## src/common/gis_pkg.sv

```systemverilog
// Summary of operation
// - answer address 0x20 or 0x21 by pin
// - never hold the clock line low
// - start is data falling while clock high
// - bus busy from start until stop; a start counts only while if_select_n is low
// - first byte: seven address bits, then direction
// - selected only when address bits match
// - ninth clock of every byte is acknowledge
// - receiver holds data low through acknowledge high
// - no limit on bytes per transfer
// - stop is data rising while clock high
// - repeated start begins a new address phase
// - glitches up to 50 ns are ignored
// - works at 100 kHz and 400 kHz
// - read pointer advances as each byte to send is loaded
// - write pointer advances after each byte received past the first, which loads it
package gis_pkg;
	// ****************************************
	// constants
	// ****************************************
	localparam int CLK_MHZ = 250;
	localparam int SPIKE_NS = 50;
	localparam int SPIKE_CYC = (SPIKE_NS * CLK_MHZ) / 1000 + 1;
	localparam int SCL_STD_KHZ = 100;
	localparam int SCL_FAST_KHZ = 400;
	localparam logic [5:0] ADDR_BASE = 6'h10;
	localparam logic [7:0] PTR_RESET = 8'h00;
	localparam logic [3:0] BIT_ACK = 4'h8;

	// ****************************************
	// types
	// ****************************************
	typedef enum logic [2:0] {
		GIS_IDLE = 3'b000,
		GIS_ADDR = 3'b001,
		GIS_AACK = 3'b011,
		GIS_WR = 3'b010,
		GIS_RD = 3'b110,
		GIS_IGN = 3'b111
	} gis_state_t;

	typedef struct packed {
		logic we;
		logic re;
		logic [7:0] addr;
		logic [7:0] wdata;
	} gis_req_t;
endpackage

```

## src/gis_slave.sv

```systemverilog
`timescale 1ns/100ps
module gis_slave
	import gis_pkg::*;
(
	input wire logic sys_clk,
	input wire logic rst_n,
	input wire logic scl_i,
	output logic scl_o,
	output logic scl_oe,
	input wire logic sda_i,
	output logic sda_o,
	output logic sda_oe,
	input wire logic address_lsb_select,
	input wire logic if_select_n,
	output gis_req_t reg_req,
	input wire logic [7:0] reg_rdata,
	output logic bus_busy
);
	// ****************************************
	// input synchronisers and spike filter
	// ****************************************
	logic [1:0] scl_s_q, sda_s_q;
	logic [1:0] sel_s_q, lsb_s_q;
	logic scl_f_q, sda_f_q;
	logic [7:0] scl_c_q, sda_c_q;
	always_ff @(posedge sys_clk) begin
		if (!rst_n) begin
			scl_s_q <= 2'h3;
			sda_s_q <= 2'h3;
			sel_s_q <= 2'h3;
			lsb_s_q <= 2'h0;
		end else begin
			scl_s_q <= {scl_s_q[0], scl_i};
			sda_s_q <= {sda_s_q[0], sda_i};
			sel_s_q <= {sel_s_q[0], if_select_n};
			lsb_s_q <= {lsb_s_q[0], address_lsb_select};
		end
	end
	// a level must hold longer than the spike width before it is believed
	always_ff @(posedge sys_clk) begin
		if (!rst_n) begin
			scl_f_q <= 1'b1;
			sda_f_q <= 1'b1;
			scl_c_q <= 8'h00;
			sda_c_q <= 8'h00;
		end else begin
			if (scl_s_q[1] == scl_f_q) scl_c_q <= 8'h00;
			else if (scl_c_q == 8'(SPIKE_CYC)) begin
				scl_f_q <= scl_s_q[1];
				scl_c_q <= 8'h00;
			end else scl_c_q <= scl_c_q + 8'h01;
			if (sda_s_q[1] == sda_f_q) sda_c_q <= 8'h00;
			else if (sda_c_q == 8'(SPIKE_CYC)) begin
				sda_f_q <= sda_s_q[1];
				sda_c_q <= 8'h00;
			end else sda_c_q <= sda_c_q + 8'h01;
		end
	end

	// ****************************************
	// bus conditions
	// ****************************************
	logic scl_p_q, sda_p_q;
	always_ff @(posedge sys_clk) begin
		if (!rst_n) begin
			scl_p_q <= 1'b1;
			sda_p_q <= 1'b1;
		end else begin
			scl_p_q <= scl_f_q;
			sda_p_q <= sda_f_q;
		end
	end
	wire i2c_mode = !sel_s_q[1];
	wire scl_rise = scl_f_q && !scl_p_q;
	wire scl_fall = !scl_f_q && scl_p_q;
	wire start_det = i2c_mode && scl_f_q && scl_p_q && sda_p_q && !sda_f_q;
	wire stop_det = scl_f_q && scl_p_q && !sda_p_q && sda_f_q;
	wire [6:0] own_addr = {ADDR_BASE, lsb_s_q[1]};

	// ****************************************
	// byte engine
	// ****************************************
	gis_state_t st_q;
	logic [3:0] bit_q;
	logic [7:0] sh_q, ptr_q, tx_q;
	logic rw_q, first_q, busy_q, drv_q, nack_q;
	gis_req_t req_q;
	wire ack_slot = (bit_q == BIT_ACK);
	wire addr_match = (sh_q[7:1] == own_addr);
	always_ff @(posedge sys_clk) begin
		if (!rst_n) busy_q <= 1'b0;
		else if (start_det) busy_q <= 1'b1;
		else if (stop_det) busy_q <= 1'b0;
	end
	always_ff @(posedge sys_clk) begin
		if (!rst_n) begin
			st_q <= GIS_IDLE;
			bit_q <= 4'h0;
			sh_q <= 8'h00;
			ptr_q <= PTR_RESET;
			tx_q <= 8'h00;
			rw_q <= 1'b0;
			first_q <= 1'b0;
			drv_q <= 1'b0;
			nack_q <= 1'b0;
			req_q <= '0;
		end else begin
			req_q.we <= 1'b0;
			req_q.re <= 1'b0;
			if (start_det) begin
				st_q <= GIS_ADDR;
				bit_q <= 4'h0;
				drv_q <= 1'b0;
			end else if (stop_det) begin
				st_q <= GIS_IDLE;
				drv_q <= 1'b0;
			end else if (scl_rise && st_q != GIS_IDLE && st_q != GIS_IGN) begin
				if (!ack_slot) sh_q <= {sh_q[6:0], sda_f_q};
				else if (st_q == GIS_RD) nack_q <= sda_f_q;
				// address bits count on rising edges, so the clock fall that closes a start is no bit
				if (st_q == GIS_ADDR) bit_q <= bit_q + 4'h1;
			end else if (scl_fall) begin
				case (st_q)
					GIS_ADDR: begin
						if (bit_q == BIT_ACK) begin
							if (addr_match) begin
								st_q <= GIS_AACK;
								rw_q <= sh_q[0];
								drv_q <= 1'b1;
								bit_q <= BIT_ACK;
								if (sh_q[0]) begin
									req_q.re <= 1'b1;
									req_q.addr <= ptr_q;
								end else first_q <= 1'b1;
							end else st_q <= GIS_IGN;
						end
					end
					GIS_AACK, GIS_WR: begin
						if (ack_slot) begin
							drv_q <= 1'b0;
							bit_q <= 4'h0;
							if (rw_q) begin
								st_q <= GIS_RD;
								tx_q <= reg_rdata;
								drv_q <= !reg_rdata[7];
								ptr_q <= ptr_q + 8'h01;
								bit_q <= 4'h0;
							end else st_q <= GIS_WR;
						end else if (bit_q == 4'h7) begin
							bit_q <= BIT_ACK;
							drv_q <= 1'b1;
							if (first_q) begin
								ptr_q <= sh_q;
								first_q <= 1'b0;
							end else begin
								req_q.we <= 1'b1;
								req_q.addr <= ptr_q;
								req_q.wdata <= sh_q;
								ptr_q <= ptr_q + 8'h01;
							end
						end else bit_q <= bit_q + 4'h1;
					end
					GIS_RD: begin
						if (bit_q == BIT_ACK) begin
							if (nack_q) begin
								st_q <= GIS_IGN;
								drv_q <= 1'b0;
							end else begin
								tx_q <= reg_rdata;
								drv_q <= !reg_rdata[7];
								ptr_q <= ptr_q + 8'h01;
								bit_q <= 4'h0;
							end
						end else if (bit_q == 4'h7) begin
							// master owns the data line through its acknowledge clock
							bit_q <= BIT_ACK;
							drv_q <= 1'b0;
							req_q.re <= 1'b1;
							req_q.addr <= ptr_q;
						end else begin
							drv_q <= !tx_q[3'h6 - bit_q[2:0]];
							bit_q <= bit_q + 4'h1;
						end
					end
					default: ;
				endcase
			end
		end
	end

	// ****************************************
	// pins
	// ****************************************
	assign scl_o = 1'b0;
	assign scl_oe = 1'b0;
	assign sda_o = 1'b0;
	assign sda_oe = drv_q && i2c_mode;
	assign reg_req = req_q;
	assign bus_busy = busy_q;

	// ****************************************
	// checks
	// ****************************************
	a_no_stretch: assert property (@(posedge sys_clk) disable iff (!rst_n) !scl_oe)
		else $error("clock line driven");
	a_ign_released: assert property (@(posedge sys_clk) disable iff (!rst_n)
		st_q == GIS_IGN |-> !sda_oe)
		else $error("data driven while not selected");
	a_busy_start: assert property (@(posedge sys_clk) disable iff (!rst_n)
		start_det |=> bus_busy)
		else $error("busy not set by start");
	a_busy_stop: assert property (@(posedge sys_clk) disable iff (!rst_n)
		stop_det && !start_det |=> !bus_busy)
		else $error("busy not cleared by stop");
	a_start_addr: assert property (@(posedge sys_clk) disable iff (!rst_n)
		start_det |=> st_q == GIS_ADDR && bit_q == 4'h0)
		else $error("start did not open address phase");
	a_match_ack: assert property (@(posedge sys_clk) disable iff (!rst_n)
		scl_fall && st_q == GIS_ADDR && bit_q == BIT_ACK && !start_det && !stop_det && addr_match
		|=> sda_oe == i2c_mode && st_q == GIS_AACK)
		else $error("no ack on own address");
	a_miss_ignore: assert property (@(posedge sys_clk) disable iff (!rst_n)
		scl_fall && st_q == GIS_ADDR && bit_q == BIT_ACK && !start_det && !stop_det && !addr_match
		|=> st_q == GIS_IGN)
		else $error("mismatch not ignored");
	a_wr_ptr_step: assert property (@(posedge sys_clk) disable iff (!rst_n)
		reg_req.we |-> ptr_q == $past(ptr_q) + 8'h01)
		else $error("write pointer not advanced");
	a_addr_value: assert property (@(posedge sys_clk) disable iff (!rst_n)
		own_addr == (lsb_s_q[1] ? 7'h21 : 7'h20))
		else $error("own address wrong");

	a_sda_low_only: assert property (@(posedge sys_clk) disable iff (!rst_n) !sda_o)
		else $error("data line driven high");

	a_scl_low_only: assert property (@(posedge sys_clk) disable iff (!rst_n) !scl_o)
		else $error("clock line value not low");

	a_idle_released: assert property (@(posedge sys_clk) disable iff (!rst_n)
		st_q == GIS_IDLE |-> !sda_oe)
		else $error("data driven while idle");

	a_stop_idle: assert property (@(posedge sys_clk) disable iff (!rst_n)
		stop_det && !start_det |=> st_q == GIS_IDLE && !sda_oe)
		else $error("stop did not end transfer");

	a_start_release: assert property (@(posedge sys_clk) disable iff (!rst_n)
		start_det |=> !sda_oe)
		else $error("data still driven after start");

	a_wr_ack_drive: assert property (@(posedge sys_clk) disable iff (!rst_n)
		scl_fall && st_q == GIS_WR && bit_q == 4'h7 && !start_det && !stop_det
		|=> sda_oe == i2c_mode && bit_q == BIT_ACK)
		else $error("no ack on received byte");

	a_ack_hold: assert property (@(posedge sys_clk) disable iff (!rst_n)
		(st_q == GIS_WR && ack_slot) || st_q == GIS_AACK |-> sda_oe == i2c_mode)
		else $error("ack not held through slot");

	a_rd_ack_release: assert property (@(posedge sys_clk) disable iff (!rst_n)
		st_q == GIS_RD && ack_slot |-> !sda_oe)
		else $error("data driven in master ack slot");

	a_rd_ptr_step: assert property (@(posedge sys_clk) disable iff (!rst_n)
		scl_fall && st_q == GIS_RD && ack_slot && !nack_q && !start_det && !stop_det
		|=> ptr_q == $past(ptr_q) + 8'h01)
		else $error("read pointer not advanced");

	a_rd_nack_end: assert property (@(posedge sys_clk) disable iff (!rst_n)
		scl_fall && st_q == GIS_RD && ack_slot && nack_q && !start_det && !stop_det
		|=> st_q == GIS_IGN && !sda_oe)
		else $error("read not ended by nack");

	a_rd_bit_step: assert property (@(posedge sys_clk) disable iff (!rst_n)
		scl_fall && st_q == GIS_RD && bit_q < 4'h7 && !start_det && !stop_det
		|=> bit_q == $past(bit_q) + 4'h1)
		else $error("read bit count stalled");

	a_bit_range: assert property (@(posedge sys_clk) disable iff (!rst_n)
		bit_q <= BIT_ACK)
		else $error("bit count beyond ack slot");

	a_we_pulse: assert property (@(posedge sys_clk) disable iff (!rst_n)
		reg_req.we |=> !reg_req.we)
		else $error("write request longer than a cycle");

	a_re_pulse: assert property (@(posedge sys_clk) disable iff (!rst_n)
		reg_req.re |=> !reg_req.re)
		else $error("read request longer than a cycle");

	a_we_state: assert property (@(posedge sys_clk) disable iff (!rst_n)
		reg_req.we |-> st_q == GIS_WR)
		else $error("write request outside write phase");

	a_scl_filter: assert property (@(posedge sys_clk) disable iff (!rst_n)
		scl_c_q <= 8'(SPIKE_CYC))
		else $error("clock filter count overrun");

	a_sda_filter: assert property (@(posedge sys_clk) disable iff (!rst_n)
		sda_c_q <= 8'(SPIKE_CYC))
		else $error("data filter count overrun");

	a_busy_idle: assert property (@(posedge sys_clk) disable iff (!rst_n)
		!bus_busy |-> st_q == GIS_IDLE)
		else $error("engine active while bus free");
endmodule

```

## config.mk

```make
export PLATFORM = sky130hd
export DESIGN_NAME = gis_slave
export DESIGN_NICKNAME = d
export VERILOG_FILES = /design/src/common/gis_pkg.sv /design/src/gis_slave.sv
export SDC_FILE = /design/constraint.sdc
export NUM_CORES = 1
export LEC_CHECK = 0
export BUFFER_PORTS_ARGS = -buffer_cell sky130_fd_sc_hd__buf_2
export CORE_ASPECT_RATIO = 1.5
export CORE_UTILIZATION = 40
export DETAILED_ROUTE_END_ITERATION = 16
export GPL_TIMING_DRIVEN = 0
export HOLD_SLACK_MARGIN = 0.02
export PLACE_DENSITY_LB_ADDON = 0.25
export SYNTH_ARGS = -nofsm -noshare
export SYNTH_HDL_FRONTEND = slang
export SYNTH_SLANG_ARGS = --single-unit
```

## constraint.sdc

```tcl
create_clock -name sys_clk -period 5.1 [get_ports sys_clk]
set_input_delay 0.765 -clock sys_clk [delete_from_list [all_inputs] [get_ports sys_clk]]
set_output_delay 0.765 -clock sys_clk [all_outputs]
set_load 0.1 [all_outputs]
```

Word-level counts from Yosys, hierarchy flattened
Index checks and enable logic that the tools add are counted.
- memories: 0
- logic and storage cells: 190
- latch bits: 0
- input bits: 14
- output and inout bits: 23
- ROM bits: 0
- memory bits (writable): 0
- bits in registers: 82
- order comparisons: 1
- div/mod/pow operators: 0
- multipliers: 0
- shift operators: 0
- bitwise gates (word level): 11
- $add $sub $neg: 5
- equality and inequality tests: 37
- mux-type cells: 63
- reductions and logical operators: 48
- operators with widths (kind ; number):
    2-to-1 mux 8 bit ; 10
    2-to-1 mux 16 bit ; 3
    2-to-1 mux 9 bit ; 5
    2-to-1 mux 4 bit ; 9
    one-hot mux 8 bit (2 select lines) ; 2
    AND reduction 7 bit ; 4
    inequality test 2 bit (second input constant) ; 13
    adder 8 x 1 -> 8 bit (second input constant) ; 3
    one-hot mux 8 bit (3 select lines) ; 1
    2-to-1 mux 1 bit ; 21
    inequality test 4 bit (second input constant) ; 5
    2-to-1 mux 3 bit ; 6
    inequality test 3 bit (second input constant) ; 6
    AND reduction 9 bit ; 2
    equality test 8 x 4 -> 1 bit (second input constant) ; 2
    AND reduction 13 bit ; 1
    logical AND 1 bit ; 12
    one-hot mux 4 bit (3 select lines) ; 1
    inverter 1 bit ; 11
    AND reduction 10 bit ; 1
    one-hot mux 3 bit (3 select lines) ; 1
    nonzero test 3 bit ; 3
    OR reduction 3 bit ; 3
    AND reduction 8 bit ; 1
    24 further kinds ; 39

Depth between registers and ports, before layout
Gate-level depths: netlist of the first run.
- word-level depth: 8
- gate-level depth with buffers: 9
- depth with buffers taken out: 7

Worst setup path before layout of the first run
No wires, ideal clock.
- path type: register to output
- start: register drv_q
- end: output port sda_oe
- data arrival time: 1661 ps
- slack: 2674 ps
- stages on the path, launching flop included: 2
- data required time: 4335 ps
- buffers on the path: 0
- cells stage by stage: dfxtp_1 nor2b_1
- longest elaborated chain between the ends: 1
- RTL lines (element ; RTL line ; RTL):
    from (decl) ; gis_slave.sv:86 ; logic rw_q, first_q, busy_q, drv_q, nack_q;
    from (signal assigned) ; gis_slave.sv:145 ; drv_q <= !reg_rdata[7];
    from (signal assigned) ; gis_slave.sv:170 ; drv_q <= !reg_rdata[7];
    from (signal assigned) ; gis_slave.sv:181 ; drv_q <= !tx_q[3'h6 - bit_q[2:0]];
    logical AND 1 bit ; gis_slave.sv:197 ; assign sda_oe = drv_q && i2c_mode;
    to (decl) ; gis_slave.sv:12 ; output logic sda_oe,
Every way passes these cells.

Worst setup path in the final report of the first run
- start: register bit_q[0]
- end: register drv_q
- longest elaborated chain between the ends: 7
- elaborated cells between the ends (all ways): 13
- classes of those cells: add/sub (1); eq/ne (4); mux (6); reduce/logical (2)
- RTL lines (element ; RTL line ; RTL):
    from (decl) ; gis_slave.sv:84 ; logic [3:0] bit_q;
    from (signal assigned) ; gis_slave.sv:121 ; if (st_q == GIS_ADDR) bit_q <= bit_q + 4'h1;
    from (signal assigned) ; gis_slave.sv:161 ; end else bit_q <= bit_q + 4'h1;
    from (signal assigned) ; gis_slave.sv:182 ; bit_q <= bit_q + 4'h1;
    subtractor 3 bit ; gis_slave.sv:181 ;
    binary-select mux 1 bit (select 3 bit) ; gis_slave.sv:181 ;
    2-to-1 mux 1 bit (implied by the code) ; gis_slave.sv:181 ;
    zero test 1 bit ; gis_slave.sv:181 ;
    2-to-1 mux 1 bit ; gis_slave.sv:174 ; end else if (bit_q == 4'h7) begin
    2-to-1 mux 1 bit ; gis_slave.sv:164 ; if (bit_q == BIT_ACK) begin
    one-hot mux 1 bit (3 select lines) ; gis_slave.sv:123 ; case (st_q)
Several ways; a longest one is shown, not always the timed one. The select of a mux whose other input is x is not followed.
A chain may end at the register's enable or synchronous reset.

==> results by group, run 1 <==
Run status
  – Outcome: completed

Floorplanning
  – Die footprint: 10160 um^2
  – Initial Util: 41.66%
  – I/O pin count: 37
  – Num rows: 43
  – Core Region: 9361 um^2
  – Die height: 122.9 um
  – Die Wd: 82.62 um

Synth
  – Commonest cells post-synth: dfxtp_1, nand2_1, nor2_1, mux2i_1, a21oi_1
  – Post-synth EDFFs: 0
  – Adder-cell share of the synthesized area: 2.246%
  – Top FF cell, synth: dfxtp_1
  – Cell with the most instances after synthesis: dfxtp_1
  – Post-synth cell types: 73
  – Mapped cell area: 3900 um^2
  – Post-synthesis xor/xnor area fraction: 3.593%
  – Post-synthesis sequential area ratio: 42.09%
  – Largest cells by area after synthesis: dfxtp_1, mux2i_1, nand2_1, nor2_1, a21oi_1
  – Compound-Gate Fraction of Synth Area: 14.15%
  – Yosys top cell by area: dfxtp_1
  – Top cell type's share of synthesized area: 42.09%
  – FFs w/ async S/R, synth: 0%
  – Syn Inst Count: 430
  – Post-synthesis simple-gate area fraction: 24.35%
  – Post-synthesis register bit count: 82
  – Post-Syn Area per Cell: 9.070 um^2
  – Post-synthesis mux area share: 10.07%
  – Largest family of logic cells by synthesized area: simple AND/OR/NAND/NOR gates
  – Synth warn: 0

Final layout
  – Area of the multi-input gates: 2133 um^2
  – Filler cell count: 941
  – Util after Layout: 47.83%
  – Final Non-Filler Cells: 591
  – Area occupied by registers: 1642 um^2
  – Share of cells above drive strength 1: 16.91%
  – Nets: 496
  – Antenna Cells: 0
  – Finished Cell Area: 4478 um^2
  – Area Growth Syn to Fin: 14.82%

STA
  – Final Cycle Share: 44.03%
  – Total negative slack: 0 ns
  – Final hold violation count: 0
  – Min Tclk post-route: 2.246 ns
  – Final Skew: 0.006011 ns
  – Slew headroom: 53.25%
  – Slew Limit Fails: 0
  – Final setup margin: 2.854 ns
  – Worst-Margin Slew: 0.6994 ns
  – Final hold slack: 0.4119 ns
  – RSZ-0062 raised after global routing: no
  – Fmax: 445.3 MHz
  – Finish-stage setup viols: 0

CTS
  – Post-CTS sizing: 0
  – Clock root buffer: clkbuf_16
  – Clk pin slew, worst setup/hold paths: 0.06 ns
  – Hold buffers post-CTS: 0
  – Total CTS buffers: 9
  – Worst-case clock buffer depth: 2
  – CTS tree: built
  – Post-CTS Repair Setup Buffers: 0
  – H-tree levels: 3
  – Clock sinks: 82
  – Latest clock arrival within the worst-skew pair: 0.33 ns

Routing
  – Met3 wire length: 262 um
  – Detailed Route Iter0 Violations: 176
  – Final WL: 8.751 mm
  – Vias: 3211
  – DR pass1 iterations: 4
  – Post-route ant nets: 0
  – WL met2: 4.604 mm
  – DRT met1 WL: 3.587 mm
  – Residual DRC: 0
  – Vias per std cell: 5.433
  – Highest Signal Layer: met4
  – Wire length per cell: 14.81 um

Power and ir drop
  – Sequential group share of total power: 50.8%
  – Sw frac: 21.70%
  – Switching power: 0.2756 mW
  – Pwr Total: 1.270 mW
  – P per Cell Area: 283.6 nW/um^2
  – Clock power frac: 46.4%
  – Comb pwr share: 2.7%
  – Leak: 1.715 nW
  – Cell Int Power: 0.9942 mW
  – Worst VDD drop: 0.2152 mV

Critical path
  – Crit Path Max Fanout: 7
  – Largest stage delay, worst path: 0.63 ns
  – Cell Chain, Critical Path: inv_1 > ha_1 > mux4_2 > mux2_2 > nor4_2 > a2111oi_1 > a211oi_2
  – Critical Path Source Type: flop
  – Crit path DAT: 2.44 ns
  – WP data required: 5.30 ns
  – Critical path's top delay family: compound AO/OA/AOI/OAI gates
  – Kind of end point of the critical path: flop
  – Max stage delay cell, worst path: a2111oi_1
  – CP Class: reg -> reg
  – WP buf/inv: 1

Place
  – Dpl cell area: 4208 um^2
  – DP Cell Count: 576
  – Pre-CTS WS: 2.734 ns
  – RePlAce Congestion: 0.9476
  – Hpwl dp: 6.464 mm
  – I/O Buffers: 32

Global route
  – Vias in the first global route: 3056
  – Pin count of the biggest net entering global routing: 14
  – Global-route wire length before repair: 14.57 mm
  – Initial antenna violation count: 0
  – GRT overflow: 0
  – GRT Total Usage: 19.09%

Worst hold path
  – Worst hold path class: reg -> reg

Job
  – Max-cap violations: 0
[registers in the layout (all words and copies together) (netlist names), 2 cells and up]
| register | cells |
|---|---|
| tx_q | 8 |
| scl_s_q | 2 |
| sda_c_q | 8 |
| st_q | 3 |
| scl_c_q | 8 |
| reg_req | 18 |
| sda_s_q | 2 |
| sh_q | 8 |
| lsb_s_q | 2 |
| sel_s_q | 2 |
| ptr_q | 8 |
| bit_q | 4 |
[logic make-up (layout without fill, tap and decap cells)]
| family | count (synthesis) | in the layout |
|---|---|---|
| AO/OA/AOI/OAI | 78 | 78 |
| other | 1 | 3 |
| adder cells (fa/ha/maj) | 7 | 7 |
| flip-flops | 82 | 82 |
| XOR/XNOR | 16 | 16 |
| multiplexers | 36 | 36 |
| AND/OR/NAND/NOR | 183 | 183 |
| buffers and inverters | 27 | 74 |
[cell usage in the layout (no fill, tap or decap), types with 5 or more instances in the layout]
cell        n
buf_2      39
nand4_1     7
and2_1      5
nand3_1    14
xor2_1     11
clkbuf_16   9
o21ai_0    13
clkbuf_1    9
nor3_1      5
nand2b_1   11
ha_1        7
a21oi_1    25
nor2_1     46
inv_1       5
nand2_1    54
xnor2_1     5
nor2b_1     6
dfxtp_1    82
mux2i_1    31
[power by group through the flow]
stage	sequential [mW]	combinational, mW	clock [mW]
2_1_floorplan	0.659	0.0247	0
3_3_place_gp	0.660	0.0349	0
3_5_place_dp	0.660	0.0351	0
4_1_cts	0.646	0.0352	0.604
5_1_grt	0.646	0.0379	0.638
6_report	0.646	0.0349	0.589
[layer usage]
layer	vias up	GRT usage (%)
li1	1600	-
met5	-	0
met1	1535	21.56
met3	18	4.428
met4	0	9.375
met2	58	33.01
[worst paths after layout]
kind	endpoint	slack (ns)	depth (start not counted)	startpoint
max reg2reg	drv_q	2.85	7	bit_q[0]
min reg2reg	sel_s_q[1]	0.41	1	sel_s_q[0]
min	sel_s_q[1]	0.41	1	sel_s_q[0]
max	drv_q	2.85	7	bit_q[0]
[final cells by class]
type,count,share of cell area (%)
multi-input combinational,323,47.64
clock inverter,4,0.6147
buffer,20,2.375
tap,112,3.129
clock buffer,11,5.421
inverter,7,0.5868
sequential,82,36.66
timing repair buffer,32,3.576
No activity file was read; power rests on OpenSTA's default activity.
==> run 2: changes to the inputs <==
==> constraint.sdc (replaced) <==
create_clock -name sys_clk -period 2.26 [get_ports sys_clk]
set_input_delay 0.339 -clock sys_clk [delete_from_list [all_inputs] [get_ports sys_clk]]
set_output_delay 0.339 -clock sys_clk [all_outputs]
set_load 0.1 [all_outputs]
==> results by group, run 2 (synthesis gave the netlist of run 1 again) <==
Global route
  – GRT overflow: 0
  – GRT Total Usage: 19.09%
  – Initial antenna violation count: 0
  – Vias in the first global route: 3056
  – Global-route wire length before repair: 14.57 mm
  – Pin count of the biggest net entering global routing: 14

Floorplanning
  – Num rows: 43
  – Die Wd: 82.62 um
  – Die height: 122.9 um
  – I/O pin count: 37
  – Die footprint: 10160 um^2
  – Initial Util: 41.66%
  – Core Region: 9361 um^2

Routing
  – Residual DRC: 0
  – Vias: 3211
  – DR pass1 iterations: 4
  – Vias per std cell: 5.433
  – Post-route ant nets: 0
  – Final WL: 8.754 mm
  – Detailed Route Iter0 Violations: 192
  – Wire length per cell: 14.81 um

Critical path
  – RR Endpoint: ptr_q[0]
  – Crit path capture: ptr_q[0]
  – Cell Chain, Critical Path: ha_1 > and3b_1 > o31ai_1 > a21o_1 > mux2_1 > o21a_1
  – Critical Path Source Type: flop
  – Reg2reg setup slack: 0.19 ns
  – Kind of end point of the critical path: flop
  – Largest stage delay, worst path: 0.36 ns
  – Crit path DAT: 2.30 ns
  – CP startpoint: bit_q[0]
  – Worst r2r src: bit_q[0]
  – Crit Path Max Fanout: 7
  – WP data required: 2.48 ns
  – Worst Reg-to-Reg Cells: 6
  – CP Class: reg -> reg
  – Max stage delay cell, worst path: dfxtp_2

Final layout
  – Most common cell after layout, fill and taps aside: dfxtp_1
  – Final Non-Filler Cells: 591
  – Antenna Cells: 0
  – Max FFs per register: 18
  – Nets: 496
  – Commonest non-fill, non-tap cells in the layout: dfxtp_1, nand2_1, nor2_1
  – Util after Layout: 48.01%
  – Share of cells above drive strength 1: 17.54%
  – Area Growth Syn to Fin: 15.24%

Worst hold path
  – Worst hold path class: in -> reg

Place
  – I/O Buffers: 32
  – RePlAce Congestion: 0.9476
  – Hpwl dp: 6.464 mm
  – Pre-CTS WS: 0.07296 ns
  – DP Cell Count: 576

STA
  – RSZ-0062 raised after global routing: no
  – Final Cycle Share: 91.63%
  – Min Tclk post-route: 2.071 ns
  – Total negative slack: 0 ns
  – Slew Limit Fails: 0
  – Final hold violation count: 0
  – Finish-stage setup viols: 0
  – Fmax: 482.9 MHz
  – Final setup margin: 0.1891 ns
  – Final Skew: 0.005300 ns
  – Worst-Margin Slew: 0.6862 ns
  – Slew headroom: 54.07%

CTS
  – Hold buffers post-CTS: 0
  – Clk pin slew, worst setup/hold paths: 0.06 ns
  – CTS tree: built
  – Clock root buffer: clkbuf_16
  – Post-CTS Repair Setup Buffers: 0
  – Clock sinks: 82
  – H-tree levels: 3
  – Total CTS buffers: 9
  – Post-CTS sizing: 0
  – Worst-case clock buffer depth: 2
  – Latest clock arrival within the worst-skew pair: 0.33 ns

Job
  – Max-cap violations: 0

Power and ir drop
  – P per Cell Area: 637.5 nW/um^2
  – Leak: 1.718 nW
  – Worst VDD drop: 0.4858 mV

Run status
  – Outcome: completed
run 2: stage by stage:
step           power (mW)  hold slack, ns  cell area, um^2
2_1_floorplan       1.544          0.3863             3908
4_1_cts             2.900          0.1811             4478
3_5_place_dp        1.568          0.3961             4208
6_report            2.865          0.1884             4494
5_1_grt             2.982          0.1797             4494
3_3_place_gp        1.568          0.3984             4208
run 2: worst min path at each step:
| stage | from | to | cells after the start |
|---|---|---|---|
| after global placement | sel_s_q[0] | sel_s_q[1] | 1 |
| after floorplan | scl_s_q[0] | scl_s_q[1] | 1 |
| after CTS | sda_i | sda_s_q[0] | 2 |
| after detailed placement | sel_s_q[0] | sel_s_q[1] | 1 |
| final | sda_i | sda_s_q[0] | 2 |
| after global routing | if_select_n | sel_s_q[0] | 2 |
run 2: layout make-up:
type                       count  area (um^2)
clock buffer                  11        242.7
clock inverter                 4        27.53
multi-input combinational    323         2148
timing repair buffer          32        160.2
fill                         941         4867
tap                          112        140.1
sequential                    82         1643
inverter                       7        26.28
buffer                        20        106.4
run 2: critical path, delay by kind of cell (launching register included):
kind	cells	cell delay [ns]
and+or+nand+nor	1	0.27
AOI/OAI and AO/OA	3	0.70
muxes	1	0.34
DFF	1	0.36
adders and majority gates	1	0.28
run 2: metal layers:
layer | GRT usage [%] | up-vias | share of wire [%]
met4 | 9.375 | 0 | 3.3
met5 | 0 | - | 0
li1 | - | 1600 | -
met2 | 33.01 | 70 | 53
met1 | 21.56 | 1523 | 40
met3 | 4.428 | 18 | 3.3
run 2: power breakdown:
group	total [mW]	switching, mW	internal [mW]
logic	0.0786	0.0577	0.0209
clock network	1.33	0.560	0.769
registers	1.46	0.00385	1.45
total	2.87	0.622	2.24
==> run 3: changes to the inputs <==
--- a/config.mk
+++ b/config.mk
@@ -7,7 +7,8 @@
 export LEC_CHECK = 0
 export BUFFER_PORTS_ARGS = -buffer_cell sky130_fd_sc_hd__buf_2
 export CORE_ASPECT_RATIO = 1.5
-export CORE_UTILIZATION = 40
+export CORE_UTILIZATION = 59
+export CTS_CLUSTER_DIAMETER = 100
 export DETAILED_ROUTE_END_ITERATION = 16
 export GPL_TIMING_DRIVEN = 0
 export HOLD_SLACK_MARGIN = 0.02
==> results by group, run 3 (synthesis gave the netlist of run 1 again) <==
Final layout
  – Commonest non-fill, non-tap cells in the layout: dfxtp_1, nand2_1, nor2_1
  – Most common cell after layout, fill and taps aside: dfxtp_1
  – Finished Cell Area: 4355 um^2
  – Nets: 496
  – Final Non-Filler Cells: 554
  – Area Growth Syn to Fin: 11.68%
  – Antenna Cells: 0
  – Max FFs per register: 18
  – Share of cells above drive strength 1: 17.71%
  – Filler cell count: 498

CTS
  – H-tree levels: 3
  – CTS tree: built
  – Total CTS buffers: 9
  – Clock sinks: 82
  – Post-CTS Repair Setup Buffers: 0
  – Latest clock arrival within the worst-skew pair: 0.37 ns
  – Hold buffers post-CTS: 0
  – Clk pin slew, worst setup/hold paths: 0.09 ns
  – Clock root buffer: clkbuf_8
  – Worst-case clock buffer depth: 2
  – Post-CTS sizing: 0

STA
  – Fmax: 463.2 MHz
  – Worst-Margin Slew: 0.7071 ns
  – Total negative slack: 0 ns
  – Final Skew: 0.01090 ns
  – Final Cycle Share: 95.53%
  – Final hold slack: 0.1443 ns
  – RSZ-0062 raised after global routing: no
  – Slew headroom: 52.68%
  – Finish-stage setup viols: 0
  – Final hold violation count: 0
  – Slew Limit Fails: 0
  – Min Tclk post-route: 2.159 ns

Routing
  – Wire length per cell: 15.47 um
  – Post-route ant nets: 0
  – DR pass1 iterations: 4
  – Vias per std cell: 5.816
  – Final WL: 8.571 mm
  – Vias: 3222
  – Detailed Route Iter0 Violations: 156
  – Residual DRC: 0

Worst hold path
  – Hold depth: 2
  – Hold Crit Start: if_select_n
  – Worst hold path class: in -> reg
  – Hold Path End: sel_s_q[0]

Global route
  – Pin count of the biggest net entering global routing: 17
  – Initial antenna violation count: 0
  – GRT Total Usage: 26.68%
  – GRT overflow: 0
  – Global-route wire length before repair: 13.77 mm
  – Vias in the first global route: 2985

Job
  – Max-cap violations: 0

Place
  – DP Cell Count: 538
  – Dpl cell area: 4160 um^2
  – I/O Buffers: 32
  – Hpwl dp: 6.327 mm
  – RePlAce Congestion: 0.9227

Power and ir drop
  – Pwr Total: 2.549 mW
  – Leak: 1.676 nW
  – Worst VDD drop: 0.4614 mV
  – P per Cell Area: 585.2 nW/um^2

Critical path
  – Reg2reg setup slack: 0.10 ns
  – Kind of end point of the critical path: flop
  – Worst r2r src: bit_q[0]
  – Worst Reg-to-Reg Cells: 7
  – Critical Path Source Type: flop
  – Crit Path Max Fanout: 7
  – Crit path DAT: 2.39 ns
  – RR Endpoint: drv_q
  – CP Class: reg -> reg
  – WP data required: 2.49 ns

Floorplanning
  – Num rows: 35
  – Die footprint: 6946 um^2
  – Die Wd: 68.39 um
  – I/O pin count: 37
  – Die height: 101.6 um
  – Initial Util: 62.28%
  – Core Region: 6262 um^2

Run status
  – Outcome: completed
[run 3: changes by cell type in the layout (fill, tap and decap cells not counted), sizes merged]
cell / previous run / this run
clkbuf: 19 / 18
inv: 7 / 10
clkinv: 4 / 2
clkinvlp: 0 / 1
[run 3: stage by stage]
stage | util, % | setup WS [ns]
global route | 69.55 | 0.08392
detailed placement | 66.43 | 0.1360
global placement | 66.43 | 0.06192
floorplan | - | 0.2602
CTS | 69.49 | 0.04931
finish | 69.55 | 0.1011
[run 3: critical path, cell delays in order, from the launching register on]
cell,delay (ns)
dfxtp_2,0.42
inv_1,0.06
ha_1,0.34
mux4_1,0.24
mux2_2,0.16
nor4_2,0.04
a2111oi_1,0.62
a211oi_2,0.15
[run 3: worst max path at each step]
stage                   from          end  slack, ns
floorplan              drv_q       sda_oe       0.26
global placement    bit_q[0]        drv_q       0.06
detailed placement  bit_q[0]        drv_q       0.14
CTS                 bit_q[0]        drv_q       0.05
global route        bit_q[0]  reg_req[12]       0.08
finish              bit_q[0]        drv_q       0.10
[run 3: per-layer routing]
metal / share of wire [%] / GRT usage, % / up-vias
met1: 41 / 28.67 / 1507
met5: 0 / 0 / -
met3: 3.7 / 7.545 / 31
li1: - / - / 1603
met4: 3.3 / 13.14 / 0
met2: 52 / 46.30 / 81
[run 3: final cells by class]
class	instances	area [um^2]	area share (%)
clock buffers	10	137.6	3.160
inverters	7	26.28	0.6033
flip-flops and latches	82	1643	37.72
repair buffers	32	160.2	3.677
plain buffers	20	106.4	2.442
well taps	74	92.59	2.126
clock inverters	6	53.80	1.235
multi-input cells	323	2136	49.04
[run 3: report_power, final]
part / switching, mW / internal, mW / leakage [nW]
Combinational: 0.0572 / 0.0208 / 0.918
Clock: 0.566 / 0.450 / 0.0958
Sequential: 0.00397 / 1.45 / 0.663
Total: 0.627 / 1.92 / 1.68
